===== src/hw/intc_pkg.sv =====
package intc_pkg;
  // Register indexes; byte address is four times the index
  localparam logic [11:0] IDX_CMP0   = 12'h02E4;
  localparam logic [11:0] IDX_EN0    = 12'h02E5;
  localparam logic [11:0] IDX_SWEN   = 12'h02E6;
  localparam logic [11:0] IDX_GRP1   = 12'h02E7;
  localparam logic [11:0] IDX_CTEN   = 12'h02E8;
  localparam logic [11:0] IDX_CTFLG  = 12'h02E9;
  localparam logic [11:0] IDX_SWFLG  = 12'h02EA;
  localparam logic [11:0] IDX_SERCFG = 12'h02F2;
  localparam logic [11:0] IDX_SERFLG = 12'h02F3;
  localparam logic [11:0] IDX_EN2    = 12'h02F5;
  localparam logic [11:0] IDX_GCTL   = 12'h0300;

  localparam int ADR_W  = 14;
  localparam int DAT_W  = 32;
  localparam int IDX_LO = 2;
  localparam int NIB_W  = 4;

  // Bit positions inside the 4-bit registers
  localparam int B_D0 = 0;
  localparam int B_D1 = 1;
  localparam int B_D2 = 2;
  localparam int B_D3 = 3;

  // Own control register layout
  localparam int G_GIE  = 0;
  localparam int G_IRQ  = 1;
  localparam int G_BUSY = 2;
  localparam int G_VEC  = 4;

  localparam logic [2:0] SER_CFG_RST = 3'h6;
  localparam logic [3:0] NIB_ZERO    = 4'h0;

  // Timer event lines and pin counts
  localparam int CT_N  = 3;
  localparam int SW_N  = 2;
  localparam int TMR_N = CT_N + SW_N;
  localparam int PIN_N = 9;

  // Return-address save plus vector load, in system clocks
  localparam int ENTRY_CYCLES = 12;
  localparam int CNT_W        = 4;
  localparam logic [CNT_W-1:0] SAVE_LAST = CNT_W'(ENTRY_CYCLES - 2);

  typedef enum logic [1:0] {
    ST_IDLE = 2'b00,
    ST_SAVE = 2'b01,
    ST_LOAD = 2'b11
  } entry_state_t;
endpackage : intc_pkg


===== src/hw/pin_sync.sv =====
`timescale 1ns/1ps
`default_nettype none
module pin_sync #(
  parameter int W = 1
) (
  // Clock and reset
  input  wire logic         sys_clk_in,
  input  wire logic         rst_in,
  // Pins in, synchronised levels out
  input  wire logic [W-1:0] async_in,
  output logic      [W-1:0] sync_out
);
  typedef struct packed {
    logic [W-1:0] meta;
    logic [W-1:0] stable;
  } sync_state_t;

  sync_state_t s_r;
  sync_state_t s_nxt;

  // Only the second stage is visible outside
  always_comb begin
    s_nxt        = s_r;
    s_nxt.meta   = async_in;
    s_nxt.stable = s_r.meta;
  end

  always_ff @(posedge sys_clk_in) begin
    if (rst_in) begin
      s_r <= '0;
    end else begin
      s_r <= s_nxt;
    end
  end

  assign sync_out = s_r.stable;
endmodule : pin_sync
`default_nettype wire


===== src/hw/edge_detect.sv =====
`timescale 1ns/1ps
`default_nettype none
module edge_detect #(
  parameter int W = 1
) (
  // Clock and reset
  input  wire logic         sys_clk_in,
  input  wire logic         rst_in,
  // Levels in, one-cycle edge pulses out
  input  wire logic [W-1:0] lvl_in,
  output logic      [W-1:0] rise_out,
  output logic      [W-1:0] fall_out
);
  typedef struct packed {
    logic [W-1:0] prev;
  } edge_state_t;

  edge_state_t s_r;
  edge_state_t s_nxt;

  always_comb begin
    s_nxt      = s_r;
    s_nxt.prev = lvl_in;
  end

  always_ff @(posedge sys_clk_in) begin
    if (rst_in) begin
      s_r <= '0;
    end else begin
      s_r <= s_nxt;
    end
  end

  // Reset level is low, so a line high at release counts as a rise
  assign rise_out = lvl_in & ~s_r.prev;
  assign fall_out = ~lvl_in & s_r.prev;
endmodule : edge_detect
`default_nettype wire


===== src/hw/cpu_interrupt_controller.sv =====
// Local design decision: the Wishbone register port.
`timescale 1ns/1ps
`default_nettype none
module cpu_interrupt_controller (
  // Clock and reset
  input  wire logic                         sys_clk_in,
  input  wire logic                         rst_in,
  // Wishbone classic slave
  input  wire logic                         wb_cyc_in,
  input  wire logic                         wb_stb_in,
  input  wire logic                         wb_we_in,
  input  wire logic [intc_pkg::ADR_W-1:0]   wb_adr_in,
  input  wire logic [3:0]                   wb_sel_in,
  input  wire logic [intc_pkg::DAT_W-1:0]   wb_dat_in,
  output logic      [intc_pkg::DAT_W-1:0]   wb_dat_out,
  output logic                              wb_ack_out,
  // Event sources on the system clock
  input  wire logic                         ct_2hz_in,
  input  wire logic                         ct_8hz_in,
  input  wire logic                         ct_32hz_in,
  input  wire logic                         sw_1hz_in,
  input  wire logic                         sw_10hz_in,
  input  wire logic                         serial_done_in,
  // Input port pins, asynchronous
  input  wire logic [3:0]                   port_group0_in,
  input  wire logic                         input_pin_group1_in,
  input  wire logic [3:0]                   port_group2_in,
  // Core handshake
  input  wire logic                         cpu_accept_in,
  output logic                              irq_req_out,
  output logic                              cpu_wake_out,
  output logic                              ret_push_out,
  output logic                              vector_load_out,
  output logic      [3:0]                   vector_out,
  // Configuration bits kept for neighbouring blocks
  output logic      [3:0]                   input_compare_out,
  output logic                              input_compare_bit_out,
  output logic                              heavy_load_mode_out,
  output logic                              lcd_drive_select_out,
  output logic      [2:0]                   serial_cfg_out
);
  import intc_pkg::*;

  typedef struct packed {
    logic [3:0]       cmp0;
    logic [3:0]       port_group0_pin_enable;
    logic             heavy_load_mode;
    logic             sw_second_enable;
    logic             sw_tenth_enable;
    logic             port_group1_pin_enable;
    logic             input_compare_bit;
    logic             lcd_drive_select;
    logic             ct_half_second_enable;
    logic             ct_eighth_enable;
    logic             ct_fast_enable;
    logic             ct_half_second_pending;
    logic             ct_eighth_pending;
    logic             ct_fast_pending;
    logic             sw_second_pending;
    logic             sw_tenth_pending;
    logic             port_group0_pending;
    logic             port_group1_pending;
    logic [2:0]       ser_cfg;
    logic             serial_done_enable;
    logic             serial_done_pending;
    logic             port_group2_pending;
    logic [3:0]       port_group2_pin_enable;
    logic             global_irq_on;
    logic             ack;
    logic [DAT_W-1:0] dat;
    logic             irq;
    entry_state_t     st;
    logic [CNT_W-1:0] cnt;
    logic [3:0]       vec;
    logic             push;
    logic             load;
  } intc_state_t;

  intc_state_t s_r;
  intc_state_t s_nxt;

  // Nibble placed in the low bits of a bus word
  function automatic logic [DAT_W-1:0] nib(input logic [3:0] v);
    nib = {{(DAT_W - NIB_W){1'b0}}, v};
  endfunction : nib

  // Sticky flag: a set in the same cycle as a clear wins
  function automatic logic sticky(input logic cur, input logic clr,
                                  input logic set);
    sticky = (cur & ~clr) | set;
  endfunction : sticky

  // Timer events: falling edges of the divider outputs
  // Lines idle low, so reset leaves no false fall
  logic [TMR_N-1:0] tmr_fall;

  edge_detect #(.W(TMR_N)) u_tmr_edge (
    .sys_clk_in (sys_clk_in),
    .rst_in     (rst_in),
    .lvl_in     ({ct_2hz_in, ct_8hz_in, ct_32hz_in, sw_1hz_in, sw_10hz_in}),
    .rise_out   (),
    .fall_out   (tmr_fall)
  );

  // Pins cross into the clock domain before any logic sees them
  logic [PIN_N-1:0] pin_sync_lvl;
  logic [PIN_N-1:0] pin_rise;
  logic [PIN_N-1:0] pin_fall;

  pin_sync #(.W(PIN_N)) u_pin_sync (
    .sys_clk_in (sys_clk_in),
    .rst_in     (rst_in),
    .async_in   ({port_group2_in, input_pin_group1_in, port_group0_in}),
    .sync_out   (pin_sync_lvl)
  );

  edge_detect #(.W(PIN_N)) u_pin_edge (
    .sys_clk_in (sys_clk_in),
    .rst_in     (rst_in),
    .lvl_in     (pin_sync_lvl),
    .rise_out   (pin_rise),
    .fall_out   (pin_fall)
  );

  logic [3:0]  g0_any;
  logic        g1_any;
  logic [3:0]  g2_rise;
  logic        bus_req;
  logic        bus_rd;
  logic        bus_wr;
  logic [11:0] idx;
  logic [3:0]  wnib;
  logic        clr_ct;
  logic        clr_sw;
  logic        clr_ser;
  logic        grp_sw;
  logic        grp_ct;
  logic        grp_in;
  logic        grp_ser;
  logic [3:0]  rd_nib;
  logic [3:0]  gctl_lo;

  // Group 2 only wakes on rising edges; its fall pulses go unused
  assign g0_any  = pin_rise[3:0] | pin_fall[3:0];
  assign g1_any  = pin_rise[4] | pin_fall[4];
  assign g2_rise = pin_rise[8:5];

  // One access per request; ack in the cycle after it is seen
  assign bus_req = wb_cyc_in & wb_stb_in & ~s_r.ack;
  assign bus_rd  = bus_req & ~wb_we_in;
  assign bus_wr  = bus_req & wb_we_in & wb_sel_in[0];
  assign idx     = wb_adr_in[ADR_W-1:IDX_LO];
  assign wnib    = wb_dat_in[NIB_W-1:0];

  // Clearing reads of the three flag registers
  assign clr_ct  = bus_rd & (idx == IDX_CTFLG);
  assign clr_sw  = bus_rd & (idx == IDX_SWFLG);
  assign clr_ser = bus_rd & (idx == IDX_SERFLG);

  // Per-group requests, each gated by its own enables
  assign grp_sw  = (s_r.sw_second_pending & s_r.sw_second_enable)
                 | (s_r.sw_tenth_pending & s_r.sw_tenth_enable);
  assign grp_ct  = (s_r.ct_half_second_pending & s_r.ct_half_second_enable)
                 | (s_r.ct_eighth_pending & s_r.ct_eighth_enable)
                 | (s_r.ct_fast_pending & s_r.ct_fast_enable);
  assign grp_in  = (s_r.port_group0_pending
                    & (|s_r.port_group0_pin_enable))
                 | (s_r.port_group1_pending & s_r.port_group1_pin_enable)
                 | (s_r.port_group2_pending
                    & (|s_r.port_group2_pin_enable));
  assign grp_ser = s_r.serial_done_pending & s_r.serial_done_enable;

  // Status for software: entry busy and the live request
  assign gctl_lo = {1'b0, s_r.st != ST_IDLE, s_r.irq, s_r.global_irq_on};

  // Read mux; reserved and unmapped locations read as zero
  always_comb begin
    rd_nib = NIB_ZERO;
    unique case (idx)
      IDX_CMP0:   rd_nib = s_r.cmp0;
      IDX_EN0:    rd_nib = s_r.port_group0_pin_enable;
      IDX_SWEN:   rd_nib = {s_r.heavy_load_mode, 1'b0,
                            s_r.sw_second_enable, s_r.sw_tenth_enable};
      IDX_GRP1:   rd_nib = {1'b0, s_r.port_group1_pin_enable,
                            s_r.input_compare_bit, pin_sync_lvl[4]};
      IDX_CTEN:   rd_nib = {s_r.lcd_drive_select, s_r.ct_half_second_enable,
                            s_r.ct_eighth_enable, s_r.ct_fast_enable};
      IDX_CTFLG:  rd_nib = {1'b0, s_r.ct_half_second_pending,
                            s_r.ct_eighth_pending, s_r.ct_fast_pending};
      IDX_SWFLG:  rd_nib = {s_r.port_group1_pending, s_r.port_group0_pending,
                            s_r.sw_second_pending, s_r.sw_tenth_pending};
      IDX_SERCFG: rd_nib = {s_r.ser_cfg, s_r.serial_done_enable};
      IDX_SERFLG: rd_nib = {2'b00, s_r.port_group2_pending,
                            s_r.serial_done_pending};
      IDX_EN2:    rd_nib = s_r.port_group2_pin_enable;
      default:    rd_nib = NIB_ZERO;
    endcase
  end

  always_comb begin
    s_nxt     = s_r;
    s_nxt.ack = bus_req;
    s_nxt.dat = '0;
    if (bus_rd) begin
      s_nxt.dat = nib(rd_nib);
      if (idx == IDX_GCTL) begin
        s_nxt.dat = {{(DAT_W - 8){1'b0}}, s_r.vec, gctl_lo};
      end
    end

    // Register writes; flag registers ignore writes
    if (bus_wr) begin
      unique case (idx)
        IDX_CMP0: s_nxt.cmp0 = wnib;
        IDX_EN0:  s_nxt.port_group0_pin_enable = wnib;
        IDX_SWEN: begin
          s_nxt.heavy_load_mode  = wnib[B_D3];
          s_nxt.sw_second_enable = wnib[B_D1];
          s_nxt.sw_tenth_enable  = wnib[B_D0];
        end
        IDX_GRP1: begin
          s_nxt.port_group1_pin_enable = wnib[B_D2];
          s_nxt.input_compare_bit      = wnib[B_D1];
        end
        IDX_CTEN: begin
          s_nxt.lcd_drive_select      = wnib[B_D3];
          s_nxt.ct_half_second_enable = wnib[B_D2];
          s_nxt.ct_eighth_enable      = wnib[B_D1];
          s_nxt.ct_fast_enable        = wnib[B_D0];
        end
        IDX_SERCFG: begin
          s_nxt.ser_cfg            = wnib[B_D3:B_D1];
          s_nxt.serial_done_enable = wnib[B_D0];
        end
        IDX_EN2:  s_nxt.port_group2_pin_enable = wnib;
        IDX_GCTL: s_nxt.global_irq_on = wnib[G_GIE];
        default:  s_nxt.dat = s_nxt.dat;
      endcase
    end

    // Timer flags set regardless of their enables
    s_nxt.ct_half_second_pending = sticky(s_r.ct_half_second_pending,
                                          clr_ct, tmr_fall[4]);
    s_nxt.ct_eighth_pending      = sticky(s_r.ct_eighth_pending,
                                          clr_ct, tmr_fall[3]);
    s_nxt.ct_fast_pending        = sticky(s_r.ct_fast_pending,
                                          clr_ct, tmr_fall[2]);
    s_nxt.sw_second_pending      = sticky(s_r.sw_second_pending,
                                          clr_sw, tmr_fall[1]);
    s_nxt.sw_tenth_pending       = sticky(s_r.sw_tenth_pending,
                                          clr_sw, tmr_fall[0]);
    s_nxt.serial_done_pending    = sticky(s_r.serial_done_pending,
                                          clr_ser, serial_done_in);

    // Pin flags only set through an enabled pin
    s_nxt.port_group0_pending = sticky(s_r.port_group0_pending, clr_sw,
      |(g0_any & s_r.port_group0_pin_enable));
    s_nxt.port_group1_pending = sticky(s_r.port_group1_pending, clr_sw,
      g1_any & s_r.port_group1_pin_enable);
    s_nxt.port_group2_pending = sticky(s_r.port_group2_pending, clr_ser,
      |(g2_rise & s_r.port_group2_pin_enable));

    // Entry sequence: push for eleven cycles, then one vector load
    unique case (s_r.st)
      ST_IDLE: begin
        if (cpu_accept_in && s_r.irq) begin
          s_nxt.st            = ST_SAVE;
          s_nxt.cnt           = '0;
          // Latched once; held until the next accept
          s_nxt.vec           = {grp_sw, grp_ct, grp_in, grp_ser};
          s_nxt.global_irq_on = 1'b0;
        end
      end
      ST_SAVE: begin
        s_nxt.cnt = s_r.cnt + 1'b1;
        if (s_r.cnt == SAVE_LAST) begin
          s_nxt.st = ST_LOAD;
        end
      end
      ST_LOAD: begin
        s_nxt.st = ST_IDLE;
      end
      default: begin
        s_nxt.st = ST_IDLE;
      end
    endcase

    // Strobes to the core come straight from flops
    s_nxt.push = (s_nxt.st == ST_SAVE);
    s_nxt.load = (s_nxt.st == ST_LOAD);

    // Held off during entry so one request yields one vector
    s_nxt.irq = s_nxt.global_irq_on & (s_nxt.st == ST_IDLE)
              & (grp_sw | grp_ct | grp_in | grp_ser);
  end

  // Reset loads constants only; serial config restarts at its default
  always_ff @(posedge sys_clk_in) begin
    if (rst_in) begin
      s_r         <= '0;
      s_r.ser_cfg <= SER_CFG_RST;
      s_r.st      <= ST_IDLE;
    end else begin
      s_r <= s_nxt;
    end
  end

  assign wb_dat_out            = s_r.dat;
  assign wb_ack_out            = s_r.ack;
  assign irq_req_out           = s_r.irq;
  assign cpu_wake_out          = s_r.irq;
  assign ret_push_out          = s_r.push;
  assign vector_load_out       = s_r.load;
  assign vector_out            = s_r.vec;
  assign input_compare_out     = s_r.cmp0;
  assign input_compare_bit_out = s_r.input_compare_bit;
  assign heavy_load_mode_out   = s_r.heavy_load_mode;
  assign lcd_drive_select_out  = s_r.lcd_drive_select;
  assign serial_cfg_out        = s_r.ser_cfg;
endmodule : cpu_interrupt_controller
`default_nettype wire


===== config.mk =====
export PLATFORM = sky130hd
export DESIGN_NAME = cpu_interrupt_controller
export DESIGN_NICKNAME = d
export VERILOG_FILES = /design/src/hw/intc_pkg.sv /design/src/hw/pin_sync.sv /design/src/hw/edge_detect.sv /design/src/hw/cpu_interrupt_controller.sv
export SDC_FILE = /design/constraint.sdc
export NUM_CORES = 1
export LEC_CHECK = 0
export ABC_CLOCK_PERIOD_IN_PS = 2650
export BUFFER_PORTS_ARGS = -buffer_cell sky130_fd_sc_hd__buf_2
export CAP_MARGIN = 5
export CORE_UTILIZATION = 50
export DETAILED_ROUTE_END_ITERATION = 8
export PLACE_DENSITY = 0.78
export SYNTH_ARGS = -nofsm -noshare
export SYNTH_HDL_FRONTEND = slang
export SYNTH_SLANG_ARGS = --single-unit

===== constraint.sdc =====
create_clock -name sys_clk_in -period 2.65 [get_ports sys_clk_in]
set_clock_uncertainty 0.05 [all_clocks]
set_input_delay 0.53 -clock sys_clk_in [delete_from_list [all_inputs] [get_ports sys_clk_in]]
set_output_delay 0.53 -clock sys_clk_in [all_outputs]
set_load 0.02 [all_outputs]

==> impl_metrics.ini, run 1 <==
[synthesis]
synth_mux_area_share_pct = 7.240
synth_top_family_by_area = simple AND/OR/NAND/NOR gates
synth_edf_count = 0
synth_compound_area_share_pct = 9.273
synthCells = 430
avgSynthCellArea_um2 = 9.163
synthArstFlopShare_pct = 0
synth_area_mm2 = 0.003940
synth_top_area_cell = dfxtp_1
ys_seq_area_share_pct = 45.22
synthSimpleGateAreaFrac_pct = 25.25
synthAdderAreaFrac_pct = 0.6351
ys_ff_latch = 89
synth.distinct_cells = 49
synth-xor-area-share_pct = 1.334
ys.flop_type = dfxtp_1
synth.area.top_cells = dfxtp_1 (45%), buf_4 (8.4%), nor2b_1 (7.0%)
ys_warn_count = 0
synth_top_area_share_pct = 45.22

[floorplan]
die_h_um = 90.77
rows = 32
dieArea_mm2 = 0.008239
die_x_um = 90.77
ios = 122
start_util_pct = 51.25
coreArea_mm2 = 0.007687

[timing]
slew_headroom_pct = 48.47
fin_setup_tns_ns = 0
maxSlewViolCount = 0
hold_violations = 0
finalSetupViolCount = 0
max_freq_mhz = 504.7
fin_crit_ns = 1.981
post-route-period-util_pct = 74.77
rsz0062_at_grt = no
worstMarginPinSlew_ns = 0.7729

[global_route]
grt_pass1_wl_mm = 13.81
grt_use_total_pct = 21.49
overflow = 0
grt_max_degree = 80
grt_pass1_vias = 2841
antenna_found_initial = 0

[clock_network]
clkTransAtPathRegs_ns = 0.08
cts_tree = done
root_buffer = clkbuf_8
postCtsSetupBuffers = 0
cts_sinks = 89
ctsResizeCount = 0
ctsHoldBuffers = 0
clockBufferDepth = 2
cts_buffers = 9
insertion_delay_ns = 0.35
htreeDepth = 3

[placement]
numPortBuffers = 64
gp_congestion = 0.8802
post_dp_cell_area_mm2 = 0.004091
hpwl_mm = 5.987

[worst_setup_path]
crit_type = in2reg
cp-end-kind = register
cpMaxStageDelayCell = nor4_1
crit_required_ns = 2.80
critPathLaunchType = input port
path_buf_inv = 1
cp_cell_sequence = buf_2 > nand2b_1 > nor4_1 > nand4_1 > nand2_1 > a21oi_1
rrSetupSlack_ns = 0.70
critical-path-max-stage-delay_ns = 0.49
crit_arrival_ns = 2.14
critPathMaxFanout = 22
crit_family = simple AND/OR/NAND/NOR gates

[drt]
drt-pass1-iter-count = 4
avgViaCountPerCell = 5.313
route.detailed.drc = 0
vias = 3060
wl_mm = 8.462
wire_per_inst_um = 14.69
drt-initial-drc-count = 218
postRouteAntennaNets = 0

[power_and_ir_drop]
vdd_drop_max_v = 0.0002816
pwr-share-clk_pct = 40.7
pwr-share-comb_pct = 6.4
swShare_pct = 22.03
p_leak_uw = 0.001883
p_switching_uw = 571.4
powerDensity_mw_per_mm2 = 600.4
pwr-share-seq_pct = 52.9
internal_power_uw = 2023

[layout]
drive_gt1_share_pct = 19.83
stdcell_area_mm2 = 0.004320
syn2layout_area_growth_pct = 9.654
fin_nets = 543
antenna_cells = 0

[status]
outcome = finished, final reports clean

[flow_run]
cap_violations = 0

[min_path]
min_path_type = in2reg
==> flip-flops by register name, summed over array words and instances (netlist names) <==
signal and cells:
cpu_wake_out 1, gctl_lo 1, heavy_load_mode_out 1, input_compare_bit_out 1, input_compare_out 4, lcd_drive_select_out 1, ret_push_out 1, s_r 30
serial_cfg_out 3, u_pin_edge.s_r 9, u_pin_sync.s_nxt 9, u_pin_sync.sync_out 9, u_tmr_edge.s_r 5, vector_load_out 1, vector_out 4, wb_ack_out 1
wb_dat_out 8
==> power by group through the flow <==
stage / Clock (µW) / Combinational [µW] / Sequential [µW]
2_1_floorplan: 0 / 135 / 1400
3_3_place_gp: 0 / 161 / 1400
3_5_place_dp: 0 / 163 / 1400
4_1_cts: 1070 / 164 / 1370
5_1_grt: 1130 / 181 / 1380
6_report: 1060 / 165 / 1370
==> kinds of logic (layout without fill, tap and decap cells) <==
kind of cell             count (synthesis)  after routing
AO/OA/AOI/OAI                           55             55
XOR/XNOR                                 6              6
adder cells (fa/ha/maj)                  2              2
buffers and inverters                   66             87
flip-flops                              89             89
multiplexers                            28             28
other                                    1             24
AND/OR/NAND/NOR                        183            183
==> per-stage QoR <==
step | worst slack (ns) | cells | utilization (%) | hold slack (ns) | total power [µW]
after floorplan | 0.6294 | 453 | - | 0.3638 | 1537
after global placement | 0.3602 | 561 | 53.22 | 0.3691 | 1564
after detailed placement | 0.2976 | 561 | 53.22 | 0.3704 | 1568
after CTS | 0.6798 | 576 | 56.20 | 0.3159 | 2608
after global routing | 0.5757 | 576 | 56.20 | 0.3102 | 2687
final | 0.6686 | 576 | 56.20 | 0.3323 | 2594
==> cell type report <==
class,instances,area [µm²]
inverters,3,11.26
repair buffers,69,357.8
fillers,710,3367
clock inverters,2,60.06
multi-input cells,298,1813
clock buffers,13,168.9
well taps,102,127.6
flip-flops and latches,89,1782
==> Yosys cell counts, types with 2 or more instances <==
library cell and count:
nand2_1 18, xor2_1 6, nand3b_1 7, a22oi_1 6, nand4_1 6, nand3_1 15
or4_1 2, nor4_1 5, and3_1 6, a31oi_1 2, a211o_1 2, nor2_4 2
buf_4 44, a222oi_1 2, nor3_1 4, buf_6 2, mux2_2 4, nor3b_1 2
nand2b_1 5, a21oi_1 24, dfxtp_1 89, nor2_1 55, clkbuf_1 14, inv_1 3
o21ai_0 4, ha_1 2, a32o_1 2, mux2i_1 24, nor2b_1 44, buf_2 3
a211oi_1 4, and2_1 5
==> final timing paths <==
path,from,cells past startpoint,end
setup / recovery,wb_adr_in[2],6,s_r[49]
hold / removal,port_group0_in[2],2,u_pin_sync.s_nxt[2]
setup reg to reg,s_r[73],4,cpu_wake_out
hold reg to reg,u_pin_sync.s_nxt[6],1,u_pin_sync.sync_out[6]
==> layout by cell type (no fill, tap or decap), drive strengths merged, types with 2 or more instances in the layout <==
cell type | netlist | final
clkbuf | 14 | 13
nand3b | 7 | 7
and3 | 6 | 6
ha | 2 | 2
a32o | 2 | 2
nand4 | 6 | 6
nor4 | 5 | 5
buf | 49 | 69
a222oi | 2 | 2
nand2b | 5 | 5
a21oi | 24 | 24
nor3b | 2 | 2
mux2 | 4 | 4
nand3 | 15 | 15
dfxtp | 89 | 89
nor3 | 5 | 5
or4 | 2 | 2
o21ai | 4 | 4
a211oi | 4 | 4
and2 | 5 | 5
conb | 1 | 24
nor2 | 57 | 57
a22oi | 6 | 6
inv | 3 | 3
bufinv | 0 | 2
a211o | 2 | 2
xor2 | 6 | 6
nor2b | 44 | 44
mux2i | 24 | 24
nand2 | 19 | 19
a31oi | 2 | 2
==> worst register-to-register path, cell delays in order, from the launching register on <==
cell      delay [ns]
dfxtp_1         0.35
or4_1           0.54
a222oi_1        0.57
nand4_1         0.14
and3_1          0.21
==> layer usage <==
layer	part of all wire (%)	track usage, %	vias up
met4	1.3	8.069	0
met5	0	0	-
li1	-	-	1480
met3	6.5	5.471	10
met1	44	26.26	1446
met2	48	36.36	124
Note: power is estimated with default switching activity, not from simulation.
==> run 2: changes to the inputs <==
--- a/config.mk
+++ b/config.mk
@@ -5,12 +5,12 @@
 export SDC_FILE = /design/constraint.sdc
 export NUM_CORES = 1
 export LEC_CHECK = 0
-export ABC_CLOCK_PERIOD_IN_PS = 2650
+export ABC_CLOCK_PERIOD_IN_PS = 1800
 export BUFFER_PORTS_ARGS = -buffer_cell sky130_fd_sc_hd__buf_2
 export CAP_MARGIN = 5
-export CORE_UTILIZATION = 50
+export CORE_UTILIZATION = 46
 export DETAILED_ROUTE_END_ITERATION = 8
-export PLACE_DENSITY = 0.78
+export PLACE_DENSITY = 0.76
 export SYNTH_ARGS = -nofsm -noshare
 export SYNTH_HDL_FRONTEND = slang
 export SYNTH_SLANG_ARGS = --single-unit
==> constraint.sdc (replaced) <==
create_clock -name sys_clk_in -period 1.8 [get_ports sys_clk_in]
set_clock_uncertainty 0.05 [all_clocks]
set_input_delay 0.36 -clock sys_clk_in [delete_from_list [all_inputs] [get_ports sys_clk_in]]
set_output_delay 0.36 -clock sys_clk_in [all_outputs]
set_load 0.02 [all_outputs]
==> run 2 against run 1 <==
Combinational power rose by 78%; register-to-register slack got worse by 0.63 ns; routed wire length rose by 5.5%; power rose by 54%; final area rose by 8.6%; die area rose by 8.5%; flip-flop and latch count did not move; sequential power rose by 47%; clock power rose by 58%; clock-buffer cell count fell by 4; hold slack got worse by 0.17 ns.
==> impl_metrics.ini, run 2 (synthesis gave the netlist of run 1 again) <==
[placement]
dpl_worst_slack_ns = -0.2541
post_dp_cell_area_mm2 = 0.004436
hpwl_mm = 6.538
placed_cells = 606
numPortBuffers = 64
gp_congestion = 0.9106

[worst_setup_path]
critPathMaxFanout = 2
worstReg2RegStart = s_r[73]
worstRegToRegCells = 5
path_buf_inv = 1
crit_family = simple AND/OR/NAND/NOR gates
crit_arrival_ns = 1.93
cpMaxStageDelayCell = or4_1
critical-path-max-stage-delay_ns = 0.52
cp-end-kind = register
reg2reg_to = cpu_wake_out
crit_required_ns = 2.01
cp_cell_sequence = or4_1 > a222oi_1 > buf_4 > nand4_1 > and3_1
critPathLaunchType = register
crit_type = reg2reg
rrSetupSlack_ns = 0.07

[drt]
postRouteAntennaNets = 0
wl_mm = 8.929
route.detailed.drc = 0
drt-pass1-iter-count = 4
wire_per_inst_um = 14.36
drt-initial-drc-count = 139
avgViaCountPerCell = 5.050
vias = 3141

[global_route]
grt_pass1_vias = 2913
grt_pass1_wl_mm = 13.84
grt_max_degree = 80
overflow = 0
antenna_found_initial = 0
grt_use_total_pct = 20.64

[status]
outcome = finished, final reports clean

[layout]
seqCellArea_mm2 = 0.001782
multi_input_area_mm2 = 0.001819
regMostFlops = s_r
drive_gt1_share_pct = 26.89
syn2layout_area_growth_pct = 19.05
largest_register_ffs = 30
layout_common_cells = dfxtp_1 (89), buf_2 (64), nor2_1 (55)
stdcell_area_mm2 = 0.004691
layout_commonest_cell = dfxtp_1
fillers = 724
instances_no_fill = 622
antenna_cells = 0
fin_nets = 585

[timing]
maxSlewViolCount = 0
finalSetupViolCount = 0
max_freq_mhz = 579.4
hold_violations = 0
setup_slack_ns = 0.07420
rsz0062_at_grt = no
fin_setup_tns_ns = 0
post-route-period-util_pct = 95.88
fin_crit_ns = 1.726

[min_path]
min_from = port_group0_in[0]
hold_end = u_pin_sync.s_nxt[0]
min_path_type = in2reg
min_path_cells = 2

[floorplan]
die_x_um = 94.55
die_h_um = 94.55
ios = 122
coreArea_mm2 = 0.008258
rows = 33
start_util_pct = 47.71
dieArea_mm2 = 0.008940

[clock_network]
cts_buffers = 9
clockBufferDepth = 2
root_buffer = clkbuf_8
insertion_delay_ns = 0.35
htreeDepth = 3
cts_sinks = 89
postCtsSetupBuffers = 0
clkTransAtPathRegs_ns = 0.09
cts_tree = done

[power_and_ir_drop]
vdd_drop_max_v = 0.0004377
p_leak_uw = 0.002104
powerDensity_mw_per_mm2 = 849.4

[flow_run]
cap_violations = 0
run 2: repair_timing:
item | 4_1_cts | 5_1_grt
hold buffers | 0 | 0
setup endpoints to repair | 0 | 3
gates resized for setup | 0 | 1
run 2: per-layer routing:
layer	wire (µm)	vias up	track usage (%)
met5	0	-	0
met4	137	0	7.828
met3	438	12	4.106
met2	4231	102	35.27
met1	4121	1460	25.59
li1	-	1567	-
run 2: area by class of cell:
cell class	count	share of cell area [%]
Multi-Input combinational cell	298	38.78
Sequential cell	89	37.98
Timing Repair Buffer	111	14.88
Tap cell	105	2.801
Clock inverter	7	2.667
Clock buffer	9	2.641
Inverter	3	0.2401
run 2: worst register-to-register path, cell delays in order (launching register included):
cell      delay [ns]
dfxtp_1         0.31
or4_1           0.52
a222oi_1        0.32
buf_4           0.19
nand4_1         0.06
and3_1          0.19
run 2: worst max path at each step:
stage,start,to,slack (ns),depth (start not counted)
2_1_floorplan,wb_adr_in[13],heavy_load_mode_out,-0.05,6
3_3_place_gp,wb_adr_in[5],serial_cfg_out[0],-0.26,8
3_5_place_dp,wb_adr_in[5],s_r[53],-0.25,8
4_1_cts,s_r[76],cpu_wake_out,0.04,5
5_1_grt,s_r[73],cpu_wake_out,0.001,5
6_report,s_r[73],cpu_wake_out,0.07,5
run 2: where the power goes:
| group | total (µW) | switching, µW | internal, µW |
|---|---|---|---|
| Combinational | 293 | 173 | 120 |
| Sequential | 2020 | 17.4 | 2010 |
| Clock | 1670 | 733 | 936 |
run 2: stage by stage:
stage | hold slack, ns | total power, µW | util [%]
after global placement | 0.3683 | 2351 | 53.71
final | 0.1592 | 3984 | 56.80
after CTS | 0.1384 | 4011 | 56.73
after global routing | 0.1483 | 4128 | 56.80
after detailed placement | 0.3723 | 2357 | 53.71
after floorplan | 0.3638 | 2263 | -
==> run 3: changes to the inputs <==
--- a/config.mk
+++ b/config.mk
@@ -5,12 +5,13 @@
 export SDC_FILE = /design/constraint.sdc
 export NUM_CORES = 1
 export LEC_CHECK = 0
-export ABC_CLOCK_PERIOD_IN_PS = 1800
+export ABC_CLOCK_PERIOD_IN_PS = 1900
 export BUFFER_PORTS_ARGS = -buffer_cell sky130_fd_sc_hd__buf_2
 export CAP_MARGIN = 5
-export CORE_UTILIZATION = 46
+export CORE_UTILIZATION = 47
 export DETAILED_ROUTE_END_ITERATION = 8
-export PLACE_DENSITY = 0.76
+export MAX_ROUTING_LAYER = met4
+export PLACE_DENSITY = 0.74
 export SYNTH_ARGS = -nofsm -noshare
 export SYNTH_HDL_FRONTEND = slang
 export SYNTH_SLANG_ARGS = --single-unit
==> constraint.sdc (replaced) <==
create_clock -name sys_clk_in -period 1.9 [get_ports sys_clk_in]
set_clock_uncertainty 0.05 [all_clocks]
set_input_delay 0.38 -clock sys_clk_in [delete_from_list [all_inputs] [get_ports sys_clk_in]]
set_output_delay 0.38 -clock sys_clk_in [all_outputs]
set_load 0.02 [all_outputs]
==> run 3 against run 2 <==
Routed wire length down 5.8%; flip-flop and latch count unchanged; worst setup slack improved by 0.074 ns; core utilization down 1.7 points; non-clock buffer count is 14 lower; sequential share of layout area rose by 1.5 points; final cell count is 2.6% lower; power decreased by 14%; die area is 2.1% lower; fmax decreased by 1.5%; critical path depth unchanged; critical endpoint unchanged; highest routed layer unchanged.
==> impl_metrics.ini, run 3 (synthesis gave the netlist of run 1 again) <==
[flow_run]
cap_violations = 0

[timing]
maxSlewViolCount = 0
fin_setup_tns_ns = 0
hold_slack_ns = 0.1853
post-route-period-util_pct = 92.22
worstMarginPinSlew_ns = 0.7006
fin_crit_ns = 1.752
finalSetupViolCount = 0
rsz0062_at_grt = no
max_freq_mhz = 570.7
slew_headroom_pct = 53.30
hold_violations = 0

[status]
outcome = finished, final reports clean

[worst_setup_path]
critPathMaxFanout = 2
critPathLaunchType = register
crit_arrival_ns = 1.96
cp-end-kind = register
critical-path-max-stage-delay_ns = 0.52
crit_family = simple AND/OR/NAND/NOR gates
cp_cell_sequence = or4_1 > a222oi_1 > buf_4 > nand4_1 > and3_1
crit_type = reg2reg
crit_required_ns = 2.10
cpMaxStageDelayCell = or4_1
path_buf_inv = 1
rrSetupSlack_ns = 0.15

[layout]
syn2layout_area_growth_pct = 14.42
fin_nets = 571
largest_register_ffs = 30
layout_commonest_cell = dfxtp_1
antenna_cells = 0
regMostFlops = s_r
instances_no_fill = 606
drive_gt1_share_pct = 24.35
fillers = 749
layout_common_cells = dfxtp_1 (89), buf_2 (64), nor2_1 (55)

[clock_network]
root_buffer = clkbuf_8
cts_buffers = 9
cts_tree = done
clockBufferDepth = 2
ctsHoldBuffers = 0
clkTransAtPathRegs_ns = 0.08
insertion_delay_ns = 0.35
cts_sinks = 89
htreeDepth = 3

[drt]
route.detailed.drc = 0
avgViaCountPerCell = 5.013
wl_mm = 8.410
drt-pass1-iter-count = 4
postRouteAntennaNets = 0
drt-initial-drc-count = 158
wire_per_inst_um = 13.88
vias = 3038

[global_route]
grt_pass1_wl_mm = 13.65
antenna_found_initial = 0
grt_pass1_vias = 2808
grt_max_degree = 80
grt_use_total_pct = 21.25
overflow = 0

[placement]
numPortBuffers = 64
gp_congestion = 0.9745
hpwl_mm = 6.195
placed_cells = 591

[floorplan]
coreArea_mm2 = 0.008175
dieArea_mm2 = 0.008753
rows = 33
ios = 122
start_util_pct = 48.19
die_h_um = 93.56
die_x_um = 93.56

[power_and_ir_drop]
powerDensity_mw_per_mm2 = 760.4
p_leak_uw = 0.002001
vdd_drop_max_v = 0.0004782

[min_path]
min_path_type = in2reg
[run 3: changes by cell type in the layout (fill, tap and decap cells not counted), sizes merged]
cell,change
clkinvlp,-1
inv,-2
clkinv,+1
clkbuf,+2
bufinv,-2
buf,-14
[run 3: layout make-up]
type | instances | area, µm² | area share [%]
Clock inverter | 3 | 42.54 | 0.9437
Sequential cell | 89 | 1782 | 39.52
Multi-Input combinational cell | 298 | 1819 | 40.36
Tap cell | 105 | 131.4 | 2.914
Timing Repair Buffer | 97 | 580.6 | 12.88
Clock buffer | 11 | 141.4 | 3.136
Inverter | 3 | 11.26 | 0.2498
[run 3: metrics by stage]
step / setup WS [ns] / area (µm²) / total power, µW / utilization (%)
6_report: 0.1479 / 4508 / 3428 / 55.14
5_1_grt: 0.006477 / 4508 / 3555 / 55.14
4_1_cts: 0.08883 / 4494 / 3460 / 54.97
3_5_place_dp: -0.2656 / 4310 / 2220 / 52.72
3_3_place_gp: -0.1803 / 4310 / 2216 / 52.72
2_1_floorplan: 0.02944 / 4026 / 2144 / -
[run 3: report_power, final]
group          internal (µW)  switching [µW]  total (µW)
Clock                    628             621        1250
Combinational            105             159         264
Sequential              1900            15.5        1920
Total                   2630             795        3430
[run 3: timing repair]
action                                  CTS  global route
setup buffers                             0             1
resized for setup                         0             1
endpoints found under the setup margin    0             1
[run 3: metal layers]
metal	wire length (µm)	part of all wire, %	GRT usage, %
met2	3800	45	32.84
met3	372	4.4	2.927
met5	0	0	-
met4	264	3.1	10.77
met1	3972	47	27.22
[run 3: final timing paths]
check / startpoint / end / cells past startpoint
setup / recovery: s_r[73] / cpu_wake_out / 5
hold / removal: port_group0_in[2] / u_pin_sync.s_nxt[2] / 2
setup reg to reg: s_r[73] / cpu_wake_out / 5
hold reg to reg: u_pin_sync.s_nxt[5] / u_pin_sync.sync_out[5] / 1
[run 3: worst reg2reg max path, stage by stage (launching register included)]
cell      delay (ns)
dfxtp_1         0.32
or4_1           0.52
a222oi_1        0.33
buf_4           0.18
nand4_1         0.06
and3_1          0.20
